[src/hdl/input_cond_pkg.sv]
package input_cond_pkg;
  // line count: aux 1..3, aux bidir 4..7, options 1..7, shared head line
  localparam int unsigned NUM_LINES = 15;
  localparam int unsigned IDX_W = 4;
  localparam int unsigned DEB_W = 24;
  localparam int unsigned NUM_OUTS = 8;
  localparam int unsigned OUT_W = 3;

  // line indices
  localparam logic [IDX_W-1:0] LINE_AUX_ONE = 4'h0;
  localparam logic [IDX_W-1:0] LINE_AUX_TWO = 4'h1;
  localparam logic [IDX_W-1:0] LINE_AUX_THREE = 4'h2;
  // option line seven is bit 6 of the option group, after aux 1..7
  localparam logic [IDX_W-1:0] LINE_OPT_SEVEN = 4'hd;

  // register byte offsets
  localparam logic [11:0] ADDR_POLARITY = 12'h000;
  localparam logic [11:0] ADDR_DEDICATED = 12'h004;
  localparam logic [11:0] ADDR_STATE = 12'h008;
  localparam logic [11:0] ADDR_RAW = 12'h00c;
  localparam logic [11:0] ADDR_DEB_BASE = 12'h040;
  localparam logic [11:0] ADDR_MIR_BASE = 12'h080;
  localparam logic [11:0] ADDR_SPAN = 12'h03c;

  // reflect control field layout
  localparam int unsigned MIR_EN_BIT = 3;

  // dedicated function enable bits
  localparam int unsigned DED_EMERG_BIT = 0;
  localparam int unsigned DED_IGN_BIT = 1;
  localparam int unsigned DED_LOGIC_BIT = 2;

  // reset values; pins idle high through pullups
  localparam logic [NUM_LINES-1:0] POL_RESET = 15'h0000;
  localparam logic [NUM_LINES-1:0] PIN_IDLE = 15'h7fff;
  localparam logic [DEB_W-1:0] DEB_RESET = 24'h000001;

  // recommended debounce for switches, 50 ms, at 40 MHz
  localparam int unsigned CLK_HZ = 40000000;
  localparam int unsigned DEB_SWITCH_MS = 50;
  localparam logic [DEB_W-1:0] DEB_SWITCH_CYC =
    DEB_W'(CLK_HZ / 1000 * DEB_SWITCH_MS);
endpackage : input_cond_pkg

[src/hdl/programmable_input_conditioner.sv]
`timescale 1ns/100ps
`default_nettype none
// Functional notes
// - each line debounced by programmable time
// - active level programmable high or low
// - open pins read high, idle high
// - any input reflectable onto chosen output
// - head, handset, programming line are one
// - special lines stay ordinary unless dedicated
// - aux input two powers up emergency
// - aux input three acts as ignition
// - option line seven controls power by logic
module programmable_input_conditioner
  import input_cond_pkg::*;
(
  input wire logic clk_sys,
  input wire logic rst_b,
  input wire logic psel,
  input wire logic penable,
  input wire logic pwrite,
  input wire logic [11:0] paddr,
  input wire logic [31:0] pwdata,
  output logic [31:0] prdata,
  output logic pready,
  output logic pslverr,
  input wire logic [2:0] aux_input_one_to_three,
  input wire logic [3:0] aux_bidir_lines_four_to_seven,
  input wire logic [6:0] internal_option_lines_one_to_seven,
  input wire logic head_shared_line,
  output logic [NUM_LINES-1:0] line_active,
  output logic [NUM_OUTS-1:0] reflect_out,
  output logic [NUM_OUTS-1:0] reflect_out_used,
  output logic emergency_power_up,
  output logic ignition_power_on,
  output logic logic_power_on
);
  typedef struct packed {
    logic [NUM_LINES-1:0] active;
    logic [NUM_OUTS-1:0] refl;
    logic [NUM_OUTS-1:0] used;
    logic emerg;
    logic ign;
    logic lpow;
  } top_t;

  top_t state_reg;
  top_t state_next;
  logic [NUM_LINES-1:0] raw;
  logic [NUM_LINES-1:0] deb_level;
  logic [NUM_LINES-1:0] pol;
  logic [2:0] ded;
  logic [NUM_LINES*DEB_W-1:0] deb_cfg;
  logic [NUM_LINES*(OUT_W+1)-1:0] mir_cfg;

  // one shared head line
  // handset and programming connectors wire to the same pin
  assign raw = {head_shared_line, internal_option_lines_one_to_seven,
                aux_bidir_lines_four_to_seven, aux_input_one_to_three};

  apb_regs u_regs (
    .clk_sys(clk_sys),
    .rst_b(rst_b),
    .psel(psel),
    .penable(penable),
    .pwrite(pwrite),
    .paddr(paddr),
    .pwdata(pwdata),
    .state_in(state_reg.active),
    .raw_in(raw),
    .prdata(prdata),
    .pready(pready),
    .pslverr(pslverr),
    .pol_out(pol),
    .ded_out(ded),
    .deb_out(deb_cfg),
    .mir_out(mir_cfg)
  );

  genvar g;
  generate
    for (g = 0; g < NUM_LINES; g++) begin : g_line
      line_debouncer u_deb (
        .clk_sys(clk_sys),
        .rst_b(rst_b),
        .pin_in(raw[g]),
        .deb_cycles(deb_cfg[g*DEB_W +: DEB_W]),
        .level_out(deb_level[g])
      );
    end
  endgenerate

  // resolve polarity, reflect and power functions
  always_comb begin
    state_next = state_reg;
    // pol bit 0 means active low, so an open pin reads inactive
    state_next.active = deb_level ~^ pol;
    state_next.refl = '0;
    state_next.used = '0;
    for (int i = 0; i < NUM_LINES; i++) begin
      if (mir_cfg[i*(OUT_W+1) + MIR_EN_BIT]) begin
        state_next.used[mir_cfg[i*(OUT_W+1) +: OUT_W]] = 1'b1;
        if (state_next.active[i]) begin
          state_next.refl[mir_cfg[i*(OUT_W+1) +: OUT_W]] = 1'b1;
        end
      end
    end
    state_next.emerg = ded[DED_EMERG_BIT] && state_next.active[LINE_AUX_TWO];
    state_next.ign = ded[DED_IGN_BIT] && state_next.active[LINE_AUX_THREE];
    state_next.lpow = ded[DED_LOGIC_BIT] && state_next.active[LINE_OPT_SEVEN];
  end

  // registered outputs; all inactive in reset
  always_ff @(posedge clk_sys or negedge rst_b) begin
    if (!rst_b) begin
      state_reg <= '0;
    end else begin
      state_reg <= state_next;
    end
  end

  // a line in dedicated use still reports its state, as in general use
  assign line_active = state_reg.active;
  assign reflect_out = state_reg.refl;
  assign reflect_out_used = state_reg.used;
  assign emergency_power_up = state_reg.emerg;
  assign ignition_power_on = state_reg.ign;
  assign logic_power_on = state_reg.lpow;

  a_polarity_map: assert property (@(posedge clk_sys) disable iff (!rst_b)
    line_active == $past(deb_level ~^ pol)
    ) else $error("active state not polarity of debounced level");
  a_emerg_gate: assert property (@(posedge clk_sys) disable iff (!rst_b)
    emergency_power_up |-> $past(ded[DED_EMERG_BIT])
    ) else $error("emergency without dedicated enable");
  a_ign_gate: assert property (@(posedge clk_sys) disable iff (!rst_b)
    ignition_power_on == $past(ded[DED_IGN_BIT] &&
      (deb_level[LINE_AUX_THREE] ~^ pol[LINE_AUX_THREE]))
    ) else $error("ignition output wrong");
  a_logic_gate: assert property (@(posedge clk_sys) disable iff (!rst_b)
    logic_power_on == $past(ded[DED_LOGIC_BIT] &&
      (deb_level[LINE_OPT_SEVEN] ~^ pol[LINE_OPT_SEVEN]))
    ) else $error("logic power output wrong");
  a_reflect_src: assert property (@(posedge clk_sys) disable iff (!rst_b)
    (reflect_out & ~reflect_out_used) == '0
    ) else $error("reflected output set without a source");
  a_open_pin_idle: assert property (@(posedge clk_sys) disable iff (!rst_b)
    ($past(deb_level[0]) && !$past(pol[0])) |-> !line_active[0]
    ) else $error("open active-low pin read active");
  a_shared_line: assert property (@(posedge clk_sys) disable iff (!rst_b)
    raw[NUM_LINES-1] == head_shared_line
    ) else $error("shared head line not mapped");
  a_aux_one_plain: assert property (@(posedge clk_sys) disable iff (!rst_b)
    line_active[LINE_AUX_ONE] == $past(deb_level[0] ~^ pol[0])
    ) else $error("aux one not ordinary input");
endmodule : programmable_input_conditioner
`default_nettype wire

[src/hdl/line_debouncer.sv]
`timescale 1ns/100ps
`default_nettype none
module line_debouncer
  import input_cond_pkg::*;
(
  input wire logic clk_sys,
  input wire logic rst_b,
  input wire logic pin_in,
  input wire logic [DEB_W-1:0] deb_cycles,
  output logic level_out
);
  typedef struct packed {
    logic last;
    logic stable;
    logic [DEB_W-1:0] cnt;
  } deb_t;

  deb_t state_reg;
  deb_t state_next;

  always_comb begin
    state_next = state_reg;
    state_next.last = pin_in;
    if (pin_in != state_reg.last) begin
      state_next.cnt = '0;
    end else if (pin_in != state_reg.stable) begin
      if (state_reg.cnt + DEB_W'(1) >= deb_cycles) begin
        state_next.stable = pin_in;
        state_next.cnt = '0;
      end else begin
        state_next.cnt = state_reg.cnt + DEB_W'(1);
      end
    end else begin
      state_next.cnt = '0;
    end
  end

  // idle high matches pullup on an open pin
  always_ff @(posedge clk_sys or negedge rst_b) begin
    if (!rst_b) begin
      state_reg <= '{last: 1'b1, stable: 1'b1, cnt: '0};
    end else begin
      state_reg <= state_next;
    end
  end

  assign level_out = state_reg.stable;

  a_stable_no_glitch: assert property (@(posedge clk_sys) disable iff (!rst_b)
    $changed(state_reg.stable) |-> $past(pin_in) == state_reg.stable
    ) else $error("stable level changed without matching input");
endmodule : line_debouncer
`default_nettype wire

[src/hdl/apb_regs.sv]
`timescale 1ns/100ps
`default_nettype none
module apb_regs
  import input_cond_pkg::*;
(
  input wire logic clk_sys,
  input wire logic rst_b,
  input wire logic psel,
  input wire logic penable,
  input wire logic pwrite,
  input wire logic [11:0] paddr,
  input wire logic [31:0] pwdata,
  input wire logic [NUM_LINES-1:0] state_in,
  input wire logic [NUM_LINES-1:0] raw_in,
  output logic [31:0] prdata,
  output logic pready,
  output logic pslverr,
  output logic [NUM_LINES-1:0] pol_out,
  output logic [2:0] ded_out,
  output logic [NUM_LINES*DEB_W-1:0] deb_out,
  output logic [NUM_LINES*(OUT_W+1)-1:0] mir_out
);
  typedef struct packed {
    logic [NUM_LINES-1:0] pol;
    logic [2:0] ded;
    logic [NUM_LINES*DEB_W-1:0] deb;
    logic [NUM_LINES*(OUT_W+1)-1:0] mir;
    logic [31:0] rdata;
    logic err;
  } regs_t;

  regs_t state_reg;
  regs_t state_next;
  logic [IDX_W-1:0] idx;
  logic access;

  assign access = psel && penable;
  assign idx = paddr[5:2];
  assign pready = 1'b1;

  // decode in access phase; one-cycle, zero-wait answer
  always_comb begin
    state_next = state_reg;
    state_next.rdata = '0;
    state_next.err = 1'b0;
    if (!access) begin
      state_next.err = 1'b0;
    end else if (paddr == ADDR_POLARITY) begin
      if (pwrite) state_next.pol = pwdata[NUM_LINES-1:0];
      state_next.rdata = 32'(state_reg.pol);
    end else if (paddr == ADDR_DEDICATED) begin
      if (pwrite) state_next.ded = pwdata[2:0];
      state_next.rdata = 32'(state_reg.ded);
    end else if (paddr == ADDR_STATE) begin
      state_next.rdata = 32'(state_in);
    end else if (paddr == ADDR_RAW) begin
      state_next.rdata = 32'(raw_in);
    end else if (paddr >= ADDR_DEB_BASE && paddr < ADDR_DEB_BASE + ADDR_SPAN
                 + 12'h004 && paddr[1:0] == 2'b00 && idx < 4'hf) begin
      if (pwrite) state_next.deb[idx*DEB_W +: DEB_W] = pwdata[DEB_W-1:0];
      state_next.rdata = 32'(state_reg.deb[idx*DEB_W +: DEB_W]);
    end else if (paddr >= ADDR_MIR_BASE && paddr < ADDR_MIR_BASE + ADDR_SPAN
                 + 12'h004 && paddr[1:0] == 2'b00 && idx < 4'hf) begin
      if (pwrite) state_next.mir[idx*(OUT_W+1) +: OUT_W+1] = pwdata[OUT_W:0];
      state_next.rdata = 32'(state_reg.mir[idx*(OUT_W+1) +: OUT_W+1]);
    end else begin
      state_next.err = 1'b1;
    end
  end

  // register copy; debounce starts at minimum
  always_ff @(posedge clk_sys or negedge rst_b) begin
    if (!rst_b) begin
      state_reg <= '{pol: POL_RESET, ded: 3'h0, deb: {NUM_LINES{DEB_RESET}},
                     mir: '0, rdata: '0, err: 1'b0};
    end else begin
      state_reg <= state_next;
    end
  end

  // read data combinational from state to meet zero-wait timing
  assign prdata = state_next.rdata;
  assign pslverr = state_next.err;
  assign pol_out = state_reg.pol;
  assign ded_out = state_reg.ded;
  assign deb_out = state_reg.deb;
  assign mir_out = state_reg.mir;
endmodule : apb_regs
`default_nettype wire

[config.mk]
export PLATFORM = sky130hd
export DESIGN_NAME = programmable_input_conditioner
export DESIGN_NICKNAME = d
export VERILOG_FILES = /design/src/hdl/input_cond_pkg.sv /design/src/hdl/programmable_input_conditioner.sv /design/src/hdl/line_debouncer.sv /design/src/hdl/apb_regs.sv
export SDC_FILE = /design/constraint.sdc
export NUM_CORES = 2
export LEC_CHECK = 0
export ABC_AREA = 1
export BUFFER_PORTS_ARGS = -buffer_cell sky130_fd_sc_hd__buf_2
export CELL_PAD_IN_SITES_DETAIL_PLACEMENT = 1
export CELL_PAD_IN_SITES_GLOBAL_PLACEMENT = 2
export CORE_ASPECT_RATIO = 1.75
export CORE_MARGIN = 2
export CORE_UTILIZATION = 41
export DETAILED_ROUTE_END_ITERATION = 10
export GPL_TIMING_DRIVEN = 0
export PLACE_DENSITY = 0.89
export SYNTH_ARGS = -nofsm -noshare
export SYNTH_HDL_FRONTEND = slang
export SYNTH_SLANG_ARGS = --single-unit
[constraint.sdc]
create_clock -name clk_sys -period 8.49 [get_ports clk_sys]
set_input_delay 0.4245 -clock clk_sys [delete_from_list [all_inputs] [get_ports clk_sys]]
set_output_delay 0.4245 -clock clk_sys [all_outputs]
set_load 0.01 [all_outputs]
==> flow_metrics.env <==
export IMPL_timing_fmax_mhz=135
export IMPL_p_seq_frac=0.407
export IMPL_total_power_mw=10.3
export IMPL_drt_wl_total_mm=326
export IMPL_yosys_warnings=0
export IMPL_finalCritPeriodShare=0.871
export IMPL_async_flop_share=1.00
export IMPL_worst_setup_path_end_kind="flop"
export IMPL_leakagePower_nw=31.3
export IMPL_drt_iter0_drc=5267
export IMPL_drc_errors=0
export IMPL_cp_arrival_ps=8080
export IMPL_synth_top_area_share=0.357
export IMPL_cts_buffers=92
export IMPL_avgSynthCellArea_um2=7.33
export IMPL_worstPathMaxFanout=12
export IMPL_antenna_found_initial=52
export IMPL_htree_levels=3
export IMPL_largest_reg_flops=375
export IMPL_cts_tree="yes"
export IMPL_final_cells=10030
export IMPL_ys_flop_type="dfrtp_1"
export IMPL_io_pins=132
export IMPL_ir_drop_v=0.000167
export IMPL_drv_slew=41
export IMPL_combPwrFrac=0.160
export IMPL_die_h_um=499
export IMPL_rsz0062_at_grt="false"
export IMPL_final_setup_viol_count=0
export IMPL_status="finished, violations left"
export IMPL_syn_to_final_growth_pct=11.9
export IMPL_clockBufferDepth=3
export IMPL_cap_violations=7
export IMPL_p_clk_frac=0.433
export IMPL_dieArea_um2=143000
export IMPL_p_sw_mw=3.39
export IMPL_postRouteAntennaNets=0
export IMPL_synth_top_cell_by_area="dfrtp_1"
export IMPL_start_kind="input port"
export IMPL_gp_congestion=1.15
export IMPL_cts_resized=0
export IMPL_dp_hpwl_mm=262
export IMPL_period_minus_slack_ps=7390
export IMPL_tns_ps=0
export IMPL_grt_remaining_overflow=0
export IMPL_synth_edff_count=0
export IMPL_initial_core_util=0.413
export IMPL_final_common_cell="nand2_1"
export IMPL_tightestPinTransition_ps=1670
export IMPL_first_pass_iters=7
export IMPL_switching_share=0.329
export IMPL_intPower_mw=6.89
export IMPL_vias=60247
export IMPL_finalHoldViolations=0
export IMPL_worstSetupPathType="input port to flop"
export IMPL_cts_sinks=862
export IMPL_via_per_inst=6.01
export IMPL_postSynthCellCount=7826
export IMPL_dp_cells=9797
export IMPL_grt_usage=0.456
export IMPL_synth_area_um2=57300
export IMPL_grt_pass1_wl_mm=454
export IMPL_synth_area_leaders="dfrtp_1 36%, nand2_1 9.9%, ha_1 8.5%, inv_1 8.0%, nor2_1 5.8%"
export IMPL_cts_clk_slew_worst_paths_ps=70
export IMPL_nets=8539
export IMPL_fp_row_count=181
export IMPL_cts_root_buffer="clkbuf_16"
export IMPL_yosys_register_bits=862
export IMPL_ys_types=66
export IMPL_violations="capacitance limit, slew limit"
export IMPL_cp_required_ps=9180
export IMPL_max_slew_margin=-0.125
export IMPL_wl_per_cell_um=32.5
export IMPL_clk_latency_ps=770
export IMPL_grt_pass1_vias=61307
export IMPL_portBuffers=114
export IMPL_drive_above_1_share=0.0641
export IMPL_finClkSkew_ps=45.5
export IMPL_final_cell_mix="1508 x nand2_1, 1217 x inv_1, 893 x nor2_1, 817 x dfrtp_1, 548 x o21ai_0"
export IMPL_grt_max_degree=117
export IMPL_die_width_um=287
export IMPL_yosysSeqAreaShare=0.377
export IMPL_p_per_area_nw_per_um2=160
export IMPL_fp_coreArea_um2=139000
export IMPL_hold_class="input port to flop"
[worst paths after layout]
kind                       slack, ps                                     from  depth (start not counted)                                        to
setup / recovery                1100                                 paddr[3]                         17            u_regs.deb_out[70]$_DFFE_PN0P_
hold reg to reg                  480           u_regs.deb_out[41]$_DFFE_PN0P_                          2            u_regs.deb_out[41]$_DFFE_PN0P_
hold / removal                    30                                pwdata[3]                          3            u_regs.mir_out[35]$_DFFE_PN0P_
setup reg to reg                3200  g_line[10].u_deb.state_reg[2]$_DFF_PN0_                         19  g_line[10].u_deb.state_reg[20]$_DFF_PN0_
max in group asynchronous       5940                                    rst_b                          5     g_line[4].u_deb.level_out$_DFFE_PN1P_
min in group asynchronous        280                                    rst_b                          2    g_line[8].u_deb.state_reg[5]$_DFF_PN0_
[metal layers]
layer	share of wire	track usage	vias to the layer above
met1	0.34	0.469	29876
met4	0.12	0.459	28
met3	0.081	0.146	1307
li1	-	-	26167
met2	0.45	0.715	2869
met5	0.00074	0	-
[critical path: stages]
cell and delay (ps):
buf_2 180, clkbuf_1 200, inv_1 140, buf_2 380
clkbuf_1 1100, clkbuf_1 930, ha_1 400, inv_1 170
ha_1 400, inv_1 260, clkbuf_1 580, clkbuf_1 700
buf_1 610, nand3_1 770, nor3_1 600, nand2_1 100
o21ai_0 90
[logic make-up (layout without fill, tap and decap cells)]
group / Yosys count / count (layout) / synth area share
other: 2 / 50 / 0.000131
buffers and inverters: 1504 / 1830 / 0.102
adder cells (fa/ha/maj): 391 / 391 / 0.0855
AO/OA/AOI/OAI: 1309 / 1309 / 0.125
XOR/XNOR: 275 / 275 / 0.0420
flip-flops: 862 / 862 / 0.377
multiplexers: 8 / 8 / 0.00157
AND/OR/NAND/NOR: 3475 / 3475 / 0.267
[power groups by stage]
| stage | clock network, mW | logic [mW] | registers (mW) |
|---|---|---|---|
| after floorplan | 0 | 0.609 | 4.24 |
| after global placement | 0 | 1.45 | 4.26 |
| after detailed placement | 0 | 1.49 | 4.26 |
| after CTS | 4.47 | 1.51 | 4.18 |
| after global routing | 4.61 | 1.64 | 4.18 |
| final | 4.45 | 1.65 | 4.18 |
[stage by stage]
step | utilization | hold slack (ps) | setup slack [ps] | instance area, um^2
2_1_floorplan | - | 129 | 4700 | 57400
3_3_place_gp | 0.434 | 455 | -12350 | 60200
3_5_place_dp | 0.436 | 459 | 1240 | 60600
4_1_cts | 0.461 | 29.1 | 1980 | 63900
5_1_grt | 0.461 | 65.9 | 1260 | 64000
6_report | 0.462 | 27.7 | 1100 | 64100
[area by class of cell]
class / count / area [um^2]
sequential: 862 / 21600
antenna: 41 / 103
tap: 1830 / 2290
inverter: 1230 / 4620
buffer: 274 / 1220
timing repair buffer: 157 / 1160
multi-input combinational: 5467 / 29900
fill: 17653 / 74700
clock buffer: 120 / 2490
clock inverter: 49 / 696
[Yosys cell counts (148+ instances only)]
| library cell | count |
|---|---|
| a21oi_1 | 453 |
| clkbuf_1 | 158 |
| dfrtp_1 | 817 |
| ha_1 | 390 |
| inv_1 | 1217 |
| nand2_1 | 1508 |
| nand3_1 | 423 |
| nand4_1 | 262 |
| nor2_1 | 893 |
| nor3_1 | 148 |
| o21ai_0 | 565 |
| xor2_1 | 207 |
[timing repair]
item	in CTS	in global routing
buffers inserted	0	0
hold endpoints to repair	110	0
setup endpoints to repair	0	0
hold buffers	19	0
Power figures use the tool's default switching activity.
